## src/rtl/spu_pkg.sv

```systemverilog
// constants, types and helpers shared by the stack pointer update block
// Operation
// - push lowers the pointer by the item size, then writes at the new top
// - pop reads the item at the current top, then raises the pointer
// - every stack access uses the current stack segment selector, never an override
// - one current stack only; loading a new selector switches it
// - push and pop step size comes from the code segment width flag
// - 16-bit width steps by two bytes, 32-bit width by four bytes
// - selector push onto a 32-bit stack moves a full 32-bit step
// - pointer alignment is never checked and never faults
// - stack operations carry separate top-of-stack and explicit operand address sizes
// - explicit operand size is code width flag toggled by the override prefix
// - 16-bit top-of-stack size uses only the low pointer half
// - 32-bit top-of-stack size uses the full 32-bit pointer
// - top-of-stack size is 16 with stack width flag clear, 32 when set
// - a stack segment may span the full 32-bit address range
// - one combined load writes selector and pointer in a single operation
package spu_pkg;

	// register byte offsets
	localparam logic [7:0]  OFF_CTRL       = 8'h00;
	localparam logic [7:0]  OFF_SEL        = 8'h04;
	localparam logic [7:0]  OFF_PTR        = 8'h08;
	localparam logic [7:0]  OFF_COMB       = 8'h0c;
	localparam logic [7:0]  OFF_STAGE      = 8'h10;
	localparam logic [7:0]  OFF_ITEM       = 8'h14;
	localparam logic [7:0]  OFF_CMD        = 8'h18;
	localparam logic [7:0]  OFF_EXPL       = 8'h1c;
	localparam logic [7:0]  OFF_STATUS     = 8'h20;

	// control field positions
	localparam int          CTRL_CODE_D    = 0;
	localparam int          CTRL_STACK_B   = 1;
	localparam int          CTRL_ADDR_OVR  = 2;

	// command field positions
	localparam int          CMD_PUSH       = 0;
	localparam int          CMD_POP        = 1;
	localparam int          CMD_PUSH_SEL   = 2;

	// status field positions
	localparam int          STAT_BUSY      = 0;
	localparam int          STAT_DONE      = 1;
	localparam int          STAT_TOS32     = 2;
	localparam int          STAT_STEP32    = 3;
	localparam int          STAT_EXPL32    = 4;

	// reset values
	localparam logic [2:0]  CTRL_RST       = 3'h0;
	localparam logic [15:0] SEL_RST        = 16'h0000;
	localparam logic [31:0] WORD_RST       = 32'h0000_0000;

	// pointer steps in bytes
	localparam logic [31:0] STEP16         = 32'h0000_0002;
	localparam logic [31:0] STEP32         = 32'h0000_0004;

	// bus responses
	localparam logic [1:0]  RESP_OKAY      = 2'h0;
	localparam logic [1:0]  RESP_SLVERR    = 2'h2;

	typedef enum logic [2:0] {
		ST_IDLE     = 3'h0,
		ST_PUSH_ADJ = 3'h1,
		ST_PUSH_WR  = 3'h3,
		ST_POP_RD   = 3'h4,
		ST_POP_ADJ  = 3'h5
	} spu_state_type;

	typedef struct packed {
		logic        req;
		logic        we;
		logic        wide;
		logic [15:0] seg;
		logic [31:0] addr;
		logic [31:0] wdata;
	} spu_mem_req_type;

	localparam spu_mem_req_type MEM_RST = '{req: 1'b0, we: 1'b0, wide: 1'b0,
		seg: 16'h0000, addr: 32'h0000_0000, wdata: 32'h0000_0000};

	function automatic logic [31:0] apply_strb(input logic [31:0] old_v,
		input logic [31:0] new_v, input logic [3:0] strb);
		logic [31:0] r;
		r = old_v;
		for (int i = 0; i < 4; i++) begin
			if (strb[i]) begin
				r[i*8 +: 8] = new_v[i*8 +: 8];
			end
		end
		return r;
	endfunction

	function automatic logic [31:0] low16(input logic [31:0] v);
		return {16'h0000, v[15:0]};
	endfunction

endpackage

```

## src/rtl/spu_stack_unit.sv

```systemverilog
// stack pointer update unit with axi4-lite register access
//
// The register addresses and the AXI4-Lite register port are this design's own decisions.
`timescale 1ns/100ps
`default_nettype none
module spu_stack_unit (
	// clock, reset, enable
	input  wire logic                     core_clk_i,
	input  wire logic                     nrst_i,
	input  wire logic                     ce_i,
	// axi4-lite write address
	input  wire logic                     s_axi_awvalid_i,
	input  wire logic [7:0]               s_axi_awaddr_i,
	output logic                          s_axi_awready_o,
	// axi4-lite write data
	input  wire logic                     s_axi_wvalid_i,
	input  wire logic [31:0]              s_axi_wdata_i,
	input  wire logic [3:0]               s_axi_wstrb_i,
	output logic                          s_axi_wready_o,
	// axi4-lite write response
	output logic                          s_axi_bvalid_o,
	output logic [1:0]                    s_axi_bresp_o,
	input  wire logic                     s_axi_bready_i,
	// axi4-lite read
	input  wire logic                     s_axi_arvalid_i,
	input  wire logic [7:0]               s_axi_araddr_i,
	output logic                          s_axi_arready_o,
	output logic                          s_axi_rvalid_o,
	output logic [31:0]                   s_axi_rdata_o,
	output logic [1:0]                    s_axi_rresp_o,
	input  wire logic                     s_axi_rready_i,
	// stack memory port
	output spu_pkg::spu_mem_req_type      mem_req_o,
	input  wire logic                     mem_ack_i,
	input  wire logic [31:0]              mem_rdata_i,
	// current stack view
	output logic [15:0]                   stack_sel_o,
	output logic [31:0]                   stack_ptr_o,
	output logic                          busy_o
);

	// bus state
	logic                      awready_q;
	logic                      wready_q;
	logic                      aw_held_q;
	logic                      w_held_q;
	logic [7:0]                waddr_q;
	logic [31:0]               wdata_q;
	logic [3:0]                wstrb_q;
	logic                      bvalid_q;
	logic [1:0]                bresp_q;
	logic                      arready_q;
	logic                      rvalid_q;
	logic [31:0]               rdata_q;
	logic [1:0]                rresp_q;

	// block state
	logic [2:0]                ctrl_q;
	logic [15:0]               sel_q;
	logic [31:0]               ptr_q;
	logic [31:0]               stage_q;
	logic [31:0]               item_q;
	logic [31:0]               expl_q;
	logic                      done_q;
	logic                      op_sel_q;
	logic                      busy_q;
	spu_pkg::spu_state_type    state_q;
	spu_pkg::spu_mem_req_type  mem_q;

	// next values
	logic                      aw_held_d;
	logic                      w_held_d;
	logic                      bvalid_d;
	logic                      rvalid_d;
	logic [2:0]                ctrl_d;
	logic [15:0]               sel_d;
	logic [31:0]               ptr_d;
	logic [31:0]               stage_d;
	logic [31:0]               item_d;
	logic [31:0]               expl_d;
	logic                      done_d;
	logic                      op_sel_d;
	spu_pkg::spu_state_type    state_d;
	spu_pkg::spu_mem_req_type  mem_d;

	// handshakes
	wire logic aw_hs   = s_axi_awvalid_i & awready_q;
	wire logic w_hs    = s_axi_wvalid_i & wready_q;
	wire logic ar_hs   = s_axi_arvalid_i & arready_q;
	wire logic wr_fire = aw_held_q & w_held_q & ~bvalid_q;

	// width attributes
	wire logic code_d = ctrl_q[spu_pkg::CTRL_CODE_D];
	wire logic step32 = code_d;
	wire logic tos32  = ctrl_q[spu_pkg::CTRL_STACK_B];
	wire logic expl32 = code_d ^ ctrl_q[spu_pkg::CTRL_ADDR_OVR];
	wire logic busy   = (state_q != spu_pkg::ST_IDLE);

	// write decode
	wire logic [7:0] wa  = {waddr_q[7:2], 2'b00};
	wire logic hit_ctrl  = (wa == spu_pkg::OFF_CTRL);
	wire logic hit_sel   = (wa == spu_pkg::OFF_SEL);
	wire logic hit_ptr   = (wa == spu_pkg::OFF_PTR);
	wire logic hit_comb  = (wa == spu_pkg::OFF_COMB);
	wire logic hit_stage = (wa == spu_pkg::OFF_STAGE);
	wire logic hit_item  = (wa == spu_pkg::OFF_ITEM);
	wire logic hit_cmd   = (wa == spu_pkg::OFF_CMD);
	wire logic hit_expl  = (wa == spu_pkg::OFF_EXPL);
	wire logic hit_stat  = (wa == spu_pkg::OFF_STATUS);
	wire logic w_mapped  = hit_ctrl | hit_sel | hit_ptr | hit_comb | hit_stage
		| hit_item | hit_cmd | hit_expl | hit_stat;
	// stack identity and widths stay frozen while an operation is running
	wire logic w_locked  = busy & (hit_ctrl | hit_sel | hit_ptr | hit_comb | hit_item | hit_cmd);
	wire logic wr_bad    = ~w_mapped | w_locked;
	wire logic wr_ok     = wr_fire & ~wr_bad;

	// merged write values
	wire logic [31:0] ctrl_wv = spu_pkg::apply_strb({29'h0, ctrl_q}, wdata_q, wstrb_q);
	wire logic [31:0] sel_wv  = spu_pkg::apply_strb({16'h0000, sel_q}, wdata_q, wstrb_q);
	wire logic [31:0] ptr_wv  = spu_pkg::apply_strb(ptr_q, wdata_q, wstrb_q);
	wire logic [31:0] stg_wv  = spu_pkg::apply_strb(stage_q, wdata_q, wstrb_q);
	wire logic [31:0] item_wv = spu_pkg::apply_strb(item_q, wdata_q, wstrb_q);
	wire logic [31:0] expl_wv = spu_pkg::apply_strb(expl_q, wdata_q, wstrb_q);

	// commands, low byte lane only
	wire logic cmd_lane  = wr_ok & hit_cmd & wstrb_q[0];
	wire logic start_psh = cmd_lane & (wdata_q[spu_pkg::CMD_PUSH] | wdata_q[spu_pkg::CMD_PUSH_SEL]);
	wire logic start_pop = cmd_lane & wdata_q[spu_pkg::CMD_POP] & ~start_psh;
	wire logic done_clr  = wr_ok & hit_stat & wstrb_q[0] & wdata_q[spu_pkg::STAT_DONE];

	// address arithmetic
	logic [31:0] tos_addr;
	logic [31:0] push_ptr;
	logic [31:0] pop_ptr;

	spu_addr_calc u_calc (
		.ptr_i      (ptr_q),
		.step32_i   (step32),
		.tos32_i    (tos32),
		.tos_addr_o (tos_addr),
		.push_ptr_o (push_ptr),
		.pop_ptr_o  (pop_ptr)
	);

	// memory sequencing
	wire logic in_push_adj = (state_q == spu_pkg::ST_PUSH_ADJ);
	wire logic in_push_wr  = (state_q == spu_pkg::ST_PUSH_WR);
	wire logic in_pop_rd   = (state_q == spu_pkg::ST_POP_RD);
	wire logic in_pop_adj  = (state_q == spu_pkg::ST_POP_ADJ);
	wire logic issue       = (in_push_wr | in_pop_rd) & ~mem_q.req;
	wire logic acked       = mem_q.req & mem_ack_i;

	// a selector is 16 bits but still takes a full stack-width slot
	wire logic [31:0] push_item = op_sel_q ? {16'h0000, sel_q}
		: (step32 ? item_q : spu_pkg::low16(item_q));
	wire logic [31:0] pop_item  = step32 ? mem_rdata_i : spu_pkg::low16(mem_rdata_i);

	assign state_d =
		(state_q == spu_pkg::ST_IDLE & start_psh) ? spu_pkg::ST_PUSH_ADJ :
		(state_q == spu_pkg::ST_IDLE & start_pop) ? spu_pkg::ST_POP_RD :
		in_push_adj                               ? spu_pkg::ST_PUSH_WR :
		(in_push_wr & acked)                      ? spu_pkg::ST_IDLE :
		(in_pop_rd & acked)                       ? spu_pkg::ST_POP_ADJ :
		in_pop_adj                                ? spu_pkg::ST_IDLE :
		state_q;

	// pointer moves before the write and after the read
	assign ptr_d =
		in_push_adj          ? push_ptr :
		in_pop_adj           ? pop_ptr :
		(wr_ok & hit_comb)   ? stage_q :
		(wr_ok & hit_ptr)    ? ptr_wv :
		ptr_q;

	assign sel_d =
		(wr_ok & (hit_sel | hit_comb)) ? sel_wv[15:0] : sel_q;

	assign ctrl_d   = (wr_ok & hit_ctrl) ? ctrl_wv[2:0] : ctrl_q;
	assign stage_d  = (wr_ok & hit_stage) ? stg_wv : stage_q;
	assign expl_d   = (wr_ok & hit_expl) ? expl_wv : expl_q;
	assign item_d   = (in_pop_rd & acked) ? pop_item : (wr_ok & hit_item) ? item_wv : item_q;
	assign op_sel_d = start_psh ? wdata_q[spu_pkg::CMD_PUSH_SEL] : op_sel_q;

	// completion flag: a finishing operation beats a clear in the same cycle
	wire logic done_set = (in_push_wr & acked) | in_pop_adj;
	assign done_d = done_set | (done_q & ~done_clr);

	// request: segment always the current selector, address from the current pointer, already lowered for a push and not yet raised for a pop
	assign mem_d.req   = issue | (mem_q.req & ~mem_ack_i);
	assign mem_d.we    = issue ? in_push_wr : mem_q.we;
	assign mem_d.wide  = issue ? step32 : mem_q.wide;
	assign mem_d.seg   = issue ? sel_q : mem_q.seg;
	assign mem_d.addr  = issue ? tos_addr : mem_q.addr;
	assign mem_d.wdata = (issue & in_push_wr) ? push_item : mem_q.wdata;

	// bus next values
	assign aw_held_d = wr_fire ? 1'b0 : (aw_held_q | aw_hs);
	assign w_held_d  = wr_fire ? 1'b0 : (w_held_q | w_hs);
	assign bvalid_d  = wr_fire | (bvalid_q & ~s_axi_bready_i);
	assign rvalid_d  = ar_hs | (rvalid_q & ~s_axi_rready_i);

	// read decode
	wire logic [7:0] ra = {s_axi_araddr_i[7:2], 2'b00};
	wire logic [31:0] status_word = {27'h0, expl32, step32, tos32, done_q, busy};
	wire logic [31:0] expl_view   = expl32 ? expl_q : spu_pkg::low16(expl_q);
	wire logic r_mapped =
		(ra == spu_pkg::OFF_CTRL) | (ra == spu_pkg::OFF_SEL) | (ra == spu_pkg::OFF_PTR)
		| (ra == spu_pkg::OFF_COMB) | (ra == spu_pkg::OFF_STAGE) | (ra == spu_pkg::OFF_ITEM)
		| (ra == spu_pkg::OFF_CMD) | (ra == spu_pkg::OFF_EXPL) | (ra == spu_pkg::OFF_STATUS);
	wire logic [31:0] rd_word =
		(ra == spu_pkg::OFF_CTRL)   ? {29'h0, ctrl_q} :
		(ra == spu_pkg::OFF_SEL)    ? {16'h0000, sel_q} :
		(ra == spu_pkg::OFF_PTR)    ? ptr_q :
		(ra == spu_pkg::OFF_STAGE)  ? stage_q :
		(ra == spu_pkg::OFF_ITEM)   ? item_q :
		(ra == spu_pkg::OFF_EXPL)   ? expl_view :
		(ra == spu_pkg::OFF_STATUS) ? status_word :
		32'h0000_0000;

	// write channel
	always_ff @(posedge core_clk_i or negedge nrst_i) begin
		if (!nrst_i) begin
			aw_held_q <= 1'b0;
			w_held_q  <= 1'b0;
			awready_q <= 1'b0;
			wready_q  <= 1'b0;
			waddr_q   <= 8'h00;
			wdata_q   <= spu_pkg::WORD_RST;
			wstrb_q   <= 4'h0;
			bvalid_q  <= 1'b0;
			bresp_q   <= spu_pkg::RESP_OKAY;
		end else if (ce_i) begin
			aw_held_q <= aw_held_d;
			w_held_q  <= w_held_d;
			awready_q <= ~aw_held_d & ~bvalid_d;
			wready_q  <= ~w_held_d & ~bvalid_d;
			if (aw_hs) begin
				waddr_q <= s_axi_awaddr_i;
			end
			if (w_hs) begin
				wdata_q <= s_axi_wdata_i;
				wstrb_q <= s_axi_wstrb_i;
			end
			bvalid_q <= bvalid_d;
			if (wr_fire) begin
				bresp_q <= wr_bad ? spu_pkg::RESP_SLVERR : spu_pkg::RESP_OKAY;
			end
		end
	end

	// read channel
	always_ff @(posedge core_clk_i or negedge nrst_i) begin
		if (!nrst_i) begin
			arready_q <= 1'b0;
			rvalid_q  <= 1'b0;
			rdata_q   <= spu_pkg::WORD_RST;
			rresp_q   <= spu_pkg::RESP_OKAY;
		end else if (ce_i) begin
			arready_q <= ~rvalid_d;
			rvalid_q  <= rvalid_d;
			if (ar_hs) begin
				rdata_q <= rd_word;
				rresp_q <= r_mapped ? spu_pkg::RESP_OKAY : spu_pkg::RESP_SLVERR;
			end
		end
	end

	// stack registers and sequencer
	always_ff @(posedge core_clk_i or negedge nrst_i) begin
		if (!nrst_i) begin
			state_q  <= spu_pkg::ST_IDLE;
			ctrl_q   <= spu_pkg::CTRL_RST;
			sel_q    <= spu_pkg::SEL_RST;
			ptr_q    <= spu_pkg::WORD_RST;
			stage_q  <= spu_pkg::WORD_RST;
			item_q   <= spu_pkg::WORD_RST;
			expl_q   <= spu_pkg::WORD_RST;
			done_q   <= 1'b0;
			op_sel_q <= 1'b0;
			busy_q   <= 1'b0;
			mem_q    <= spu_pkg::MEM_RST;
		end else if (ce_i) begin
			state_q  <= state_d;
			ctrl_q   <= ctrl_d;
			sel_q    <= sel_d;
			ptr_q    <= ptr_d;
			stage_q  <= stage_d;
			item_q   <= item_d;
			expl_q   <= expl_d;
			done_q   <= done_d;
			op_sel_q <= op_sel_d;
			busy_q   <= (state_d != spu_pkg::ST_IDLE);
			mem_q    <= mem_d;
		end
	end

	// outputs
	assign s_axi_awready_o = awready_q;
	assign s_axi_wready_o  = wready_q;
	assign s_axi_bvalid_o  = bvalid_q;
	assign s_axi_bresp_o   = bresp_q;
	assign s_axi_arready_o = arready_q;
	assign s_axi_rvalid_o  = rvalid_q;
	assign s_axi_rdata_o   = rdata_q;
	assign s_axi_rresp_o   = rresp_q;
	assign mem_req_o       = mem_q;
	assign stack_sel_o     = sel_q;
	assign stack_ptr_o     = ptr_q;
	assign busy_o          = busy_q;

endmodule // spu_stack_unit
`default_nettype wire

```

## src/rtl/spu_addr_calc.sv

```systemverilog
// pointer step and top-of-stack address arithmetic
`timescale 1ns/100ps
`default_nettype none
module spu_addr_calc (
	// current pointer and widths
	input  wire logic [31:0] ptr_i,
	input  wire logic        step32_i,
	input  wire logic        tos32_i,
	// results
	output logic      [31:0] tos_addr_o,
	output logic      [31:0] push_ptr_o,
	output logic      [31:0] pop_ptr_o
);

	wire logic [31:0] step;
	wire logic [31:0] dec;
	wire logic [31:0] inc;

	assign step = step32_i ? spu_pkg::STEP32 : spu_pkg::STEP16;
	assign dec  = ptr_i - step;
	assign inc  = ptr_i + step;

	// low half only in 16-bit mode, upper half is left for software
	assign push_ptr_o = tos32_i ? dec : {ptr_i[31:16], dec[15:0]};
	assign pop_ptr_o  = tos32_i ? inc : {ptr_i[31:16], inc[15:0]};

	// no alignment mask: odd pointers go straight to memory
	assign tos_addr_o = tos32_i ? ptr_i : spu_pkg::low16(ptr_i);

endmodule // spu_addr_calc
`default_nettype wire

```

## config.mk

```make
export PLATFORM = sky130hd
export DESIGN_NAME = spu_stack_unit
export DESIGN_NICKNAME = d
export VERILOG_FILES = /design/src/rtl/spu_pkg.sv /design/src/rtl/spu_stack_unit.sv /design/src/rtl/spu_addr_calc.sv
export SDC_FILE = /design/constraint.sdc
export NUM_CORES = 1
export LEC_CHECK = 0
export BUFFER_PORTS_ARGS = -buffer_cell sky130_fd_sc_hd__buf_2
export CAP_MARGIN = 20
export CORE_AREA = 2 2 260 262
export DETAILED_ROUTE_END_ITERATION = 10
export DIE_AREA = 0 0 262 264
export PLACE_DENSITY = 0.5
export SLEW_MARGIN = 20
export SYNTH_ARGS = -nofsm -noshare
export SYNTH_HDL_FRONTEND = slang
export SYNTH_HIERARCHICAL = 1
export SYNTH_SLANG_ARGS = --single-unit
```

## constraint.sdc

```tcl
create_clock -name core_clk_i -period 3.53 [get_ports core_clk_i]
set_input_delay 0.5295 -clock core_clk_i [delete_from_list [all_inputs] [get_ports core_clk_i]]
set_output_delay 0.5295 -clock core_clk_i [all_outputs]
set_load 0.01 [all_outputs]
```

==> metrics.md, run 1 <==
| Metric | Value |
|---|---|
| Synth top area cells | dfrtp_1 48%, mux2_2 13%, nand2_1 4.8% |
| Logic pwr share | 30.7% |
| Worst R2R Path Depth | 9 |
| Worst Setup SP | ctrl_q[0] |
| Clk_lat worst skew | 570 ps |
| Power Internal | 0.008963 W |
| Placeable core area | 66560 um2 |
| Register area share after synthesis | 48.35% |
| CTS tree | done |
| ANT cells | 0 |
| Post-route cell area | 20160 um2 |
| Max Slew Vio Count | 0 |
| YS warnings | 6 |
| Die span in y | 264 um |
| Psw | 0.005364 W |
| Storage element area | 7983 um2 |
| Pin count of the biggest net entering global routing | 72 |
| Fill cells | 6865 |
| Hold Crit Endpoint | waddr_q[2] |
| PortBufs | 259 |
| Synth-to-Final Area Change | 22.11% |
| Clock Sinks | 319 |
| Final net count | 1847 |
| Syn Inst Count | 1515 |
| Placed Area | 18780 um2 |
| Yosys reg bits | 319 |
| Mapped Area | 16510 um2 |
| Pwr/cell area | 710.7 nW/um2 |
| Max clock buf depth | 3 |
| Yosys top cell area share | 48.35% |
| ANT nets after route | 0 |
| Reg-to-Reg End | stack_ptr_o[31] |
| Worst hold stages | 2 |
| Post-layout util | 30.29% |
| Clk pwr share | 30.1% |
| Dpl ws | 344.7 ps |
| Final TNS setup | 0 ps |
| Switch share | 37.44% |
| Postcts setup bufs | 0 |
| Flop pwr share | 39.2% |
| R2r startpoint | ctrl_q[0] |
| Minimum clock period | 3226 ps |
| Max Clock Skew | 23.58 ps |
| Crit path cell chain | buf_4 -> fa_1 -> or4b_1 -> nand2b_1 -> nor4_2 -> nand3_1 -> xnor2_1 -> o211ai_1 -> a41oi_1 |
| Slew HR | 34.75% |
| Reg2reg setup slack | 300 ps |
| Clk slew on worst S/H paths | 60 ps |
| Fmax | 310.0 MHz |
| Setup crit start kind | flip-flop |
| Crit Path Max Fanout | 24 |
| Setup Viol. Count Final | 0 |
| Initial drt markers | 922 |
| PnR worst setup slack | 303.8 ps |
| Endpoints failing hold | 0 |
| Status | finished, final reports clean |
| Period Utilization, post-route | 91.39% |
| Fraction of layout cells with a size suffix above 1 | 37.56% |
| Post-synthesis cell type count | 78 |
| Top FF cell, synth | dfrtp_1 |
| # resized after CTS | 0 |
| Critical Path Max Stage Delay | 530 ps |
| Max cap viols | 0 |
| Placer congestion estimate | 0.7928 |
| Final HPWL DP | 40.79 mm |
| Wirelength per Cell | 21.27 um |
| CP max-delay cell | or4b_1 |
| Worst IR Drop VDD | 382.3 uV |
| Die area | 69170 um2 |
| Initial antenna violation count | 2 |
| Hold Crit Class | in -> reg |
| RSZ-0062 raised after global routing | no |
| Initial Utilization | 24.80% |
| Largest area contributor in the netlist | dfrtp_1 |
| Area of the multi-input gates | 7840 um2 |
| DRC | 0 |
| CP arrival | 3620 ps |
| Global route total overflow | 0 |
| CTS Buf Count | 41 |
| Die X | 262 um |
| DRT Pass-1 Iters | 7 |
| Global-route wire length before repair | 86.20 mm |
| Most frequent cell after synthesis | dfrtp_1 |
| Post-synth top cells | 319 x dfrtp_1, 211 x nand2_1, 195 x mux2_2 |
| Synth async-reset ratio | 100.0% |
| CTS Root Cell | clkbuf_16 |
| Vias | 13.04k |
| Synthesized area per cell | 10.90 um2 |
| Worst slew pin tran | 975.3 ps |
| Post-synth EDFFs | 0 |
| Crit end category | flip-flop |
| GRT Util Overall | 16.27% |
| Hold Startpoint | s_axi_awaddr_i[2] |
| Post-Route WL | 56.33 mm |
| IO Pins | 266 |
| Pleak | 9.360 nW |
| Setup Crit Path Kind | reg -> reg |
| Placement row count | 95 |
| Vias in the first global route | 13.51k |
| H-tree Lvls | 2 |
| Via/cell ratio | 4.921 |
| WP data required | 3930 ps |
## kinds of logic (layout without fill, tap and decap cells)
group,count (synthesis),after routing,share of synthesized area (%)
AO/OA/AOI/OAI,280,280,13.38
XOR/XNOR,58,58,3.077
adder cells (fa/ha/maj),6,6,0.5456
buffers and inverters,148,408,4.395
flip-flops,319,319,48.35
multiplexers,244,244,17.06
other,1,2,0.02271
AND/OR/NAND/NOR,459,459,13.18
## cell type report
class | instances | share of cell area, %
tap | 873 | 5.418
multi-input combinational | 1049 | 38.89
inverter | 19 | 0.3538
clock inverter | 15 | 0.9868
sequential | 319 | 39.60
timing repair buffer | 318 | 8.937
clock buffer | 56 | 5.821
## how the worst max path moves through the flow
| stage | to | slack (ps) | depth (start not counted) |
|---|---|---|---|
| final | stack_ptr_o[31] | 300 | 9 |
| after global routing | stack_ptr_o[31] | 100 | 10 |
| after CTS | stack_ptr_o[31] | 310 | 9 |
| after detailed placement | stack_ptr_o[31] | 340 | 9 |
| after global placement | stack_ptr_o[31] | 350 | 9 |
| after floorplan | stack_ptr_o[31] | 610 | 11 |
## routing by layer
layer / vias up / share of wire (%) / GRT usage [%]
li1: 5933 / - / -
met1: 6648 / 46 / 22.43
met2: 379 / 46 / 26.04
met3: 73 / 5.3 / 2.927
met4: 4 / 2.4 / 4.489
met5: - / 0.043 / 0
## power by group through the flow
stage                     clock, W  combinational (W)  sequential, W
after floorplan                  0            0.00295        0.00533
after global placement           0            0.00435        0.00566
after detailed placement         0            0.00442        0.00569
after CTS                  0.00445            0.00445        0.00562
after global routing       0.00460            0.00485        0.00575
final                      0.00431            0.00440        0.00562
## cells in the final DEF (no fill, tap or decap), types with 6 or more instances in the layout
master	synthesis	routed
inv_1	19	19
a21oi_1	18	18
nor2_1	75	75
a222oi_1	20	20
mux2_2	195	195
nand4_1	10	10
a22oi_1	27	27
nand2b_1	8	8
and2_1	18	18
a31oi_1	22	22
clkinv_2	0	6
buf_2	12	258
nor3_1	14	11
xnor2_1	37	37
xor2_1	21	21
mux2_4	26	26
buf_4	21	54
mux2i_1	23	23
a41oi_1	29	29
nand2_1	211	210
o21ai_0	67	67
dfrtp_1	319	319
and3_1	9	9
nand3_1	67	65
clkbuf_8	0	7
clkbuf_1	81	7
o211ai_1	6	6
o211ai_2	26	26
clkbuf_16	0	42
nor4_1	7	7
a21boi_0	16	16
a221o_1	11	11
## timing repair
| item | 4_1_cts | 5_1_grt |
|---|---|---|
| hold buffers | 1 | 0 |
| setup endpoints to repair | 0 | 0 |
| hold endpoints to repair | 65 | 0 |
## sequential cells by signal, summed over array words and instances, names as in the netlist, 3 cells and up
name / cells
wstrb_q: 4
stack_sel_o: 16
expl_q: 32
waddr_q: 6
wdata_q: 32
state_q: 3
stack_ptr_o: 32
s_axi_rdata_o: 32
item_q: 32
stage_q: 32
mem_req_o: 83
ctrl_q: 3
## stage by stage
| stage | instances | power [W] | hold slack [ps] |
|---|---|---|---|
| after floorplan | 1516 | 0.008278 | 233.9 |
| after global placement | 2577 | 0.01001 | 460.6 |
| after detailed placement | 2577 | 0.01011 | 459.3 |
| after CTS | 2649 | 0.01453 | 167.5 |
| after global routing | 2649 | 0.01520 | 174.5 |
| final | 2649 | 0.01433 | 199.5 |
## worst max-delay path, delay by kind of cell (launching register included)
kind / cells / cell delay, ps
buffers and inverters: 1 / 350
adders and majority gates: 1 / 310
AOI/OAI and AO/OA: 2 / 340
xor gates and xnor gates: 1 / 160
DFF: 1 / 340
and+or+nand+nor: 4 / 1560
Power figures use the tool's default switching activity.
==> inputs of run 2 (changes only) <==
--- a/config.mk
+++ b/config.mk
@@ -9,5 +9,5 @@
 export CAP_MARGIN = 20
-export CORE_AREA = 2 2 260 262
+export CORE_AREA = 2 2 245 271
 export DETAILED_ROUTE_END_ITERATION = 10
-export DIE_AREA = 0 0 262 264
+export DIE_AREA = 0 0 247 273
 export PLACE_DENSITY = 0.5
@@ -16,3 +16,2 @@
 export SYNTH_HDL_FRONTEND = slang
-export SYNTH_HIERARCHICAL = 1
 export SYNTH_SLANG_ARGS = --single-unit
==> constraint.sdc (replaced) <==
create_clock -name core_clk_i -period 3.53 [get_ports core_clk_i]
set_input_delay 0.1765 -clock core_clk_i [delete_from_list [all_inputs] [get_ports core_clk_i]]
set_output_delay 0.1765 -clock core_clk_i [all_outputs]
set_load 0.01 [all_outputs]
==> metrics.md, run 2 <==
| Metric | Value |
|---|---|
| CP arrival | 3630 ps (about the same) |
| Max clock buf depth | 3 (unchanged) |
| Storage element area | 7983 um2 (unchanged) |
| Yosys reg bits | 319 (unchanged) |
| CTS Root Cell | clkbuf_16 |
| Placement row count | 98 (+3.2%) |
| Endpoints failing hold | 0 (unchanged) |
| Setup Crit Path Kind | reg -> reg |
| Worst IR Drop VDD | 357.8 uV (-6.4%) |
| Placer congestion estimate | 0.8397 (+5.9%) |
| Hold Startpoint | s_axi_bready_i |
| Clock Sinks | 319 (unchanged) |
| Most frequent cell after synthesis | dfrtp_1 |
| Die area | 67430 um2 (-2.5%) |
| Synthesized area per cell | 10.08 um2 (-7.5%) |
| Reg2reg setup slack | 330 ps (+20 ps) |
| Max Slew Vio Count | 0 (unchanged) |
| Global route total overflow | 0 (unchanged) |
| IO Pins | 266 (unchanged) |
| Uppermost routed layer | met4 |
| Worst Setup SP | ctrl_q[0] |
| Top FF cell, synth | dfrtp_1 |
| Max cap viols | 0 (unchanged) |
| PortBufs | 259 (unchanged) |
| Wirelength per Cell | 22.05 um (+3.7%) |
| Vias | 13.77k (+5.6%) |
| Vias in the first global route | 14.14k (+4.6%) |
| M1 wire length | 26.63 mm (+2.7%) |
| Reg-to-Reg End | stack_ptr_o[31] |
| Initial drt markers | 957 (+3.8%) |
| RSZ-0062 raised after global routing | no |
| Setup Viol. Count Final | 0 (unchanged) |
| YS warnings | 0 (-6) |
| Final net count | 2003 (+8.4%) |
| Clk slew on worst S/H paths | 60 ps (about the same) |
| Largest area contributor in the netlist | dfrtp_1 |
| ANT nets after route | 0 (unchanged) |
| Post-synth EDFFs | 0 (unchanged) |
| CTS tree | done |
| Global-route wire length before repair | 92.43 mm (+7.2%) |
| Postcts setup bufs | 0 (unchanged) |
| WP data required | 3950 ps (+20 ps) |
| Crit end category | flip-flop |
| DRC | 0 (unchanged) |
| Setup crit start kind | flip-flop |
| Initial antenna violation count | 0 (-2) |
| CP max-delay cell | or4_1 |
| Slew HR | 37.53% (+2.8 points) |
| Hold_buf cts | 82 (+81) |
| Commonest non-fill, non-tap cells in the layout | 319 x dfrtp_1, 258 x buf_2, 228 x nand2_1 |
| Final TNS setup | 0 ps (unchanged) |
| Period Utilization, post-route | 90.79% (-0.61 points) |
| Status | finished, final reports clean |
| Hold Slack | 83.28 ps (-116.2 ps) |
| Mapped Area | 16070 um2 (-2.6%) |
| Hold Crit Class | in -> reg |
| Post-Route WL | 61.40 mm (+9.0%) |
| Worst hold stages | 4 (+2) |
| Placeable core area | 64620 um2 (-2.9%) |
| Pleak | 9.557 nW (+2.1%) |
| Die span in y | 273 um (+3.4%) |
| Clk_lat worst skew | 580 ps (about the same) |
| Fraction of layout cells with a size suffix above 1 | 29.83% (-7.7 points) |
| Max reg flops | 83 (unchanged) |
| R2r startpoint | ctrl_q[0] |
| Fmax | 312.0 MHz (+0.67%) |
| Post-synthesis cell type count | 82 (+5.1%) |
| Synth async-reset ratio | 100.0% (unchanged) |
| Pin count of the biggest net entering global routing | 84 (+17%) |
| Die X | 247 um (-5.7%) |
| Yosys top cell area share | 49.66% (+1.3 points) |
| Final HPWL DP | 44.20 mm (+8.4%) |
| # resized after CTS | 0 (unchanged) |
| Worst slew pin tran | 937.1 ps (-38.18 ps) |
| Pwr/cell area | 654.4 nW/um2 (-7.9%) |
| Synth top area cells | dfrtp_1 50%, mux2_2 11%, nand2_1 5.3% |
| DRT Pass-1 Iters | 9 (+2) |
| Syn Inst Count | 1594 (+5.2%) |
| Crit Path Max Fanout | 7 (-71%) |
| Area of the multi-input gates | 7476 um2 (-4.6%) |
| Via/cell ratio | 4.947 (+0.52%) |
| Buf/Inv on CP | 3 (+2) |
| ANT cells | 0 (unchanged) |
| Met3 WL post-DR | 2.902 mm (-2.6%) |
| Hold Crit Endpoint | s_axi_bvalid_o |
| Most common cell after layout, fill and taps aside | dfrtp_1 |
| Post-synth top cells | 319 x dfrtp_1, 228 x nand2_1, 160 x mux2_2 |
| CTS Buf Count | 41 (unchanged) |
| Max Clock Skew | 27.48 ps (+3.899 ps) |
| Crit path cell chain | inv_1 -> ha_1 -> inv_1 -> fa_1 -> nand3b_1 -> buf_4 -> or4_1 -> nor4_1 -> o21ai_0 -> a2bb2oi_1 -> o21ai_0 |
| Minimum clock period | 3205 ps (-21.45 ps) |
| Synth-to-Final Area Change | 28.09% |
| Initial Utilization | 24.88% (+0.071 points) |
| Register area share after synthesis | 49.66% (+1.3 points) |
| H-tree Lvls | 2 (unchanged) |
| GRT Util Overall | 18.13% (+1.9 points) |
| Met2 routed WL | 30.01 mm (+15%) |
| Fill cells | 6733 (-1.9%) |
| Critical Path Max Stage Delay | 530 ps (about the same) |
| Worst R2R Path Depth | 11 (+2) |
| Crit-path leading delay family | simple AND/OR/NAND/NOR gates |
-- run 2: cell types whose count changed in the layout (fill, tap and decap cells not counted), sizes merged, moves of 28 or more --
cell / before / now
a21oi: 22 / 83
mux2: 221 / 160
o211ai: 32 / 4
nand3: 67 / 37
dlygate4sd3: 1 / 82
a2bb2oi: 0 / 32
o21ai: 70 / 148
-- run 2: where the power goes --
| part | switching, W | internal [W] |
|---|---|---|
| Sequential | 0.00125 | 0.00449 |
| Clock | 0.00171 | 0.00273 |
| Combinational | 0.00184 | 0.00146 |
-- run 2: cell families (layout without fill, tap and decap cells) --
logic type / count (synthesis) / after routing / synth area share, %
DFF: 319 / 319 / 49.66
AOI/OAI and AO/OA: 424 / 424 / 16.93
xor gates and xnor gates: 16 / 16 / 0.8718
muxes: 197 / 197 / 13.51
adders and majority gates: 6 / 6 / 0.5605
other: 1 / 2 / 0.02333
and+or+nand+nor: 482 / 482 / 14.35
buffers and inverters: 149 / 488 / 4.086
-- run 2: worst max-delay path by stage --
stage	end	slack, ps	cells after the start
floorplan	stack_ptr_o[21]	510	10
global placement	stack_ptr_o[21]	400	10
detailed placement	stack_ptr_o[31]	340	11
CTS	stack_ptr_o[31]	320	11
global route	stack_ptr_o[29]	110	10
finish	stack_ptr_o[31]	330	11
-- run 2: through the flow --
| stage | power [W] | util, % | area (um2) | std cells | worst slack [ps] |
|---|---|---|---|---|---|
| 2_1_floorplan | 0.007491 | - | 16080 | 1595 | 513.7 |
| 3_3_place_gp | 0.008994 | 28.40 | 18350 | 2629 | 399.2 |
| 3_5_place_dp | 0.009078 | 28.41 | 18360 | 2629 | 344.2 |
| 4_1_cts | 0.01367 | 31.86 | 20590 | 2784 | 320.3 |
| 5_1_grt | 0.01426 | 31.86 | 20590 | 2784 | 109.5 |
| 6_report | 0.01347 | 31.86 | 20590 | 2784 | 325.2 |
-- run 2: area by class of cell --
cell class                 instances  share of cell area (%)
tap                              850                   5.165
clock inverter                    19                   1.276
clock buffer                      54                   5.572
inverter                          20                  0.3646
timing repair buffer             395                   12.54
sequential                       319                   38.77
multi-input combinational       1127                   36.31
-- run 2: routing by layer --
layer | track usage, % | vias to the layer above
li1 | - | 6388
met1 | 23.26 | 6899
met2 | 30.84 | 397
met3 | 3.084 | 88
met4 | 5.881 | 0
met5 | 0 | -
-- run 2: worst min-delay path: stages --
cell	delay [ps]
buf_2	70
nand2b_1	90
nand3_1	130
o21a_1	130
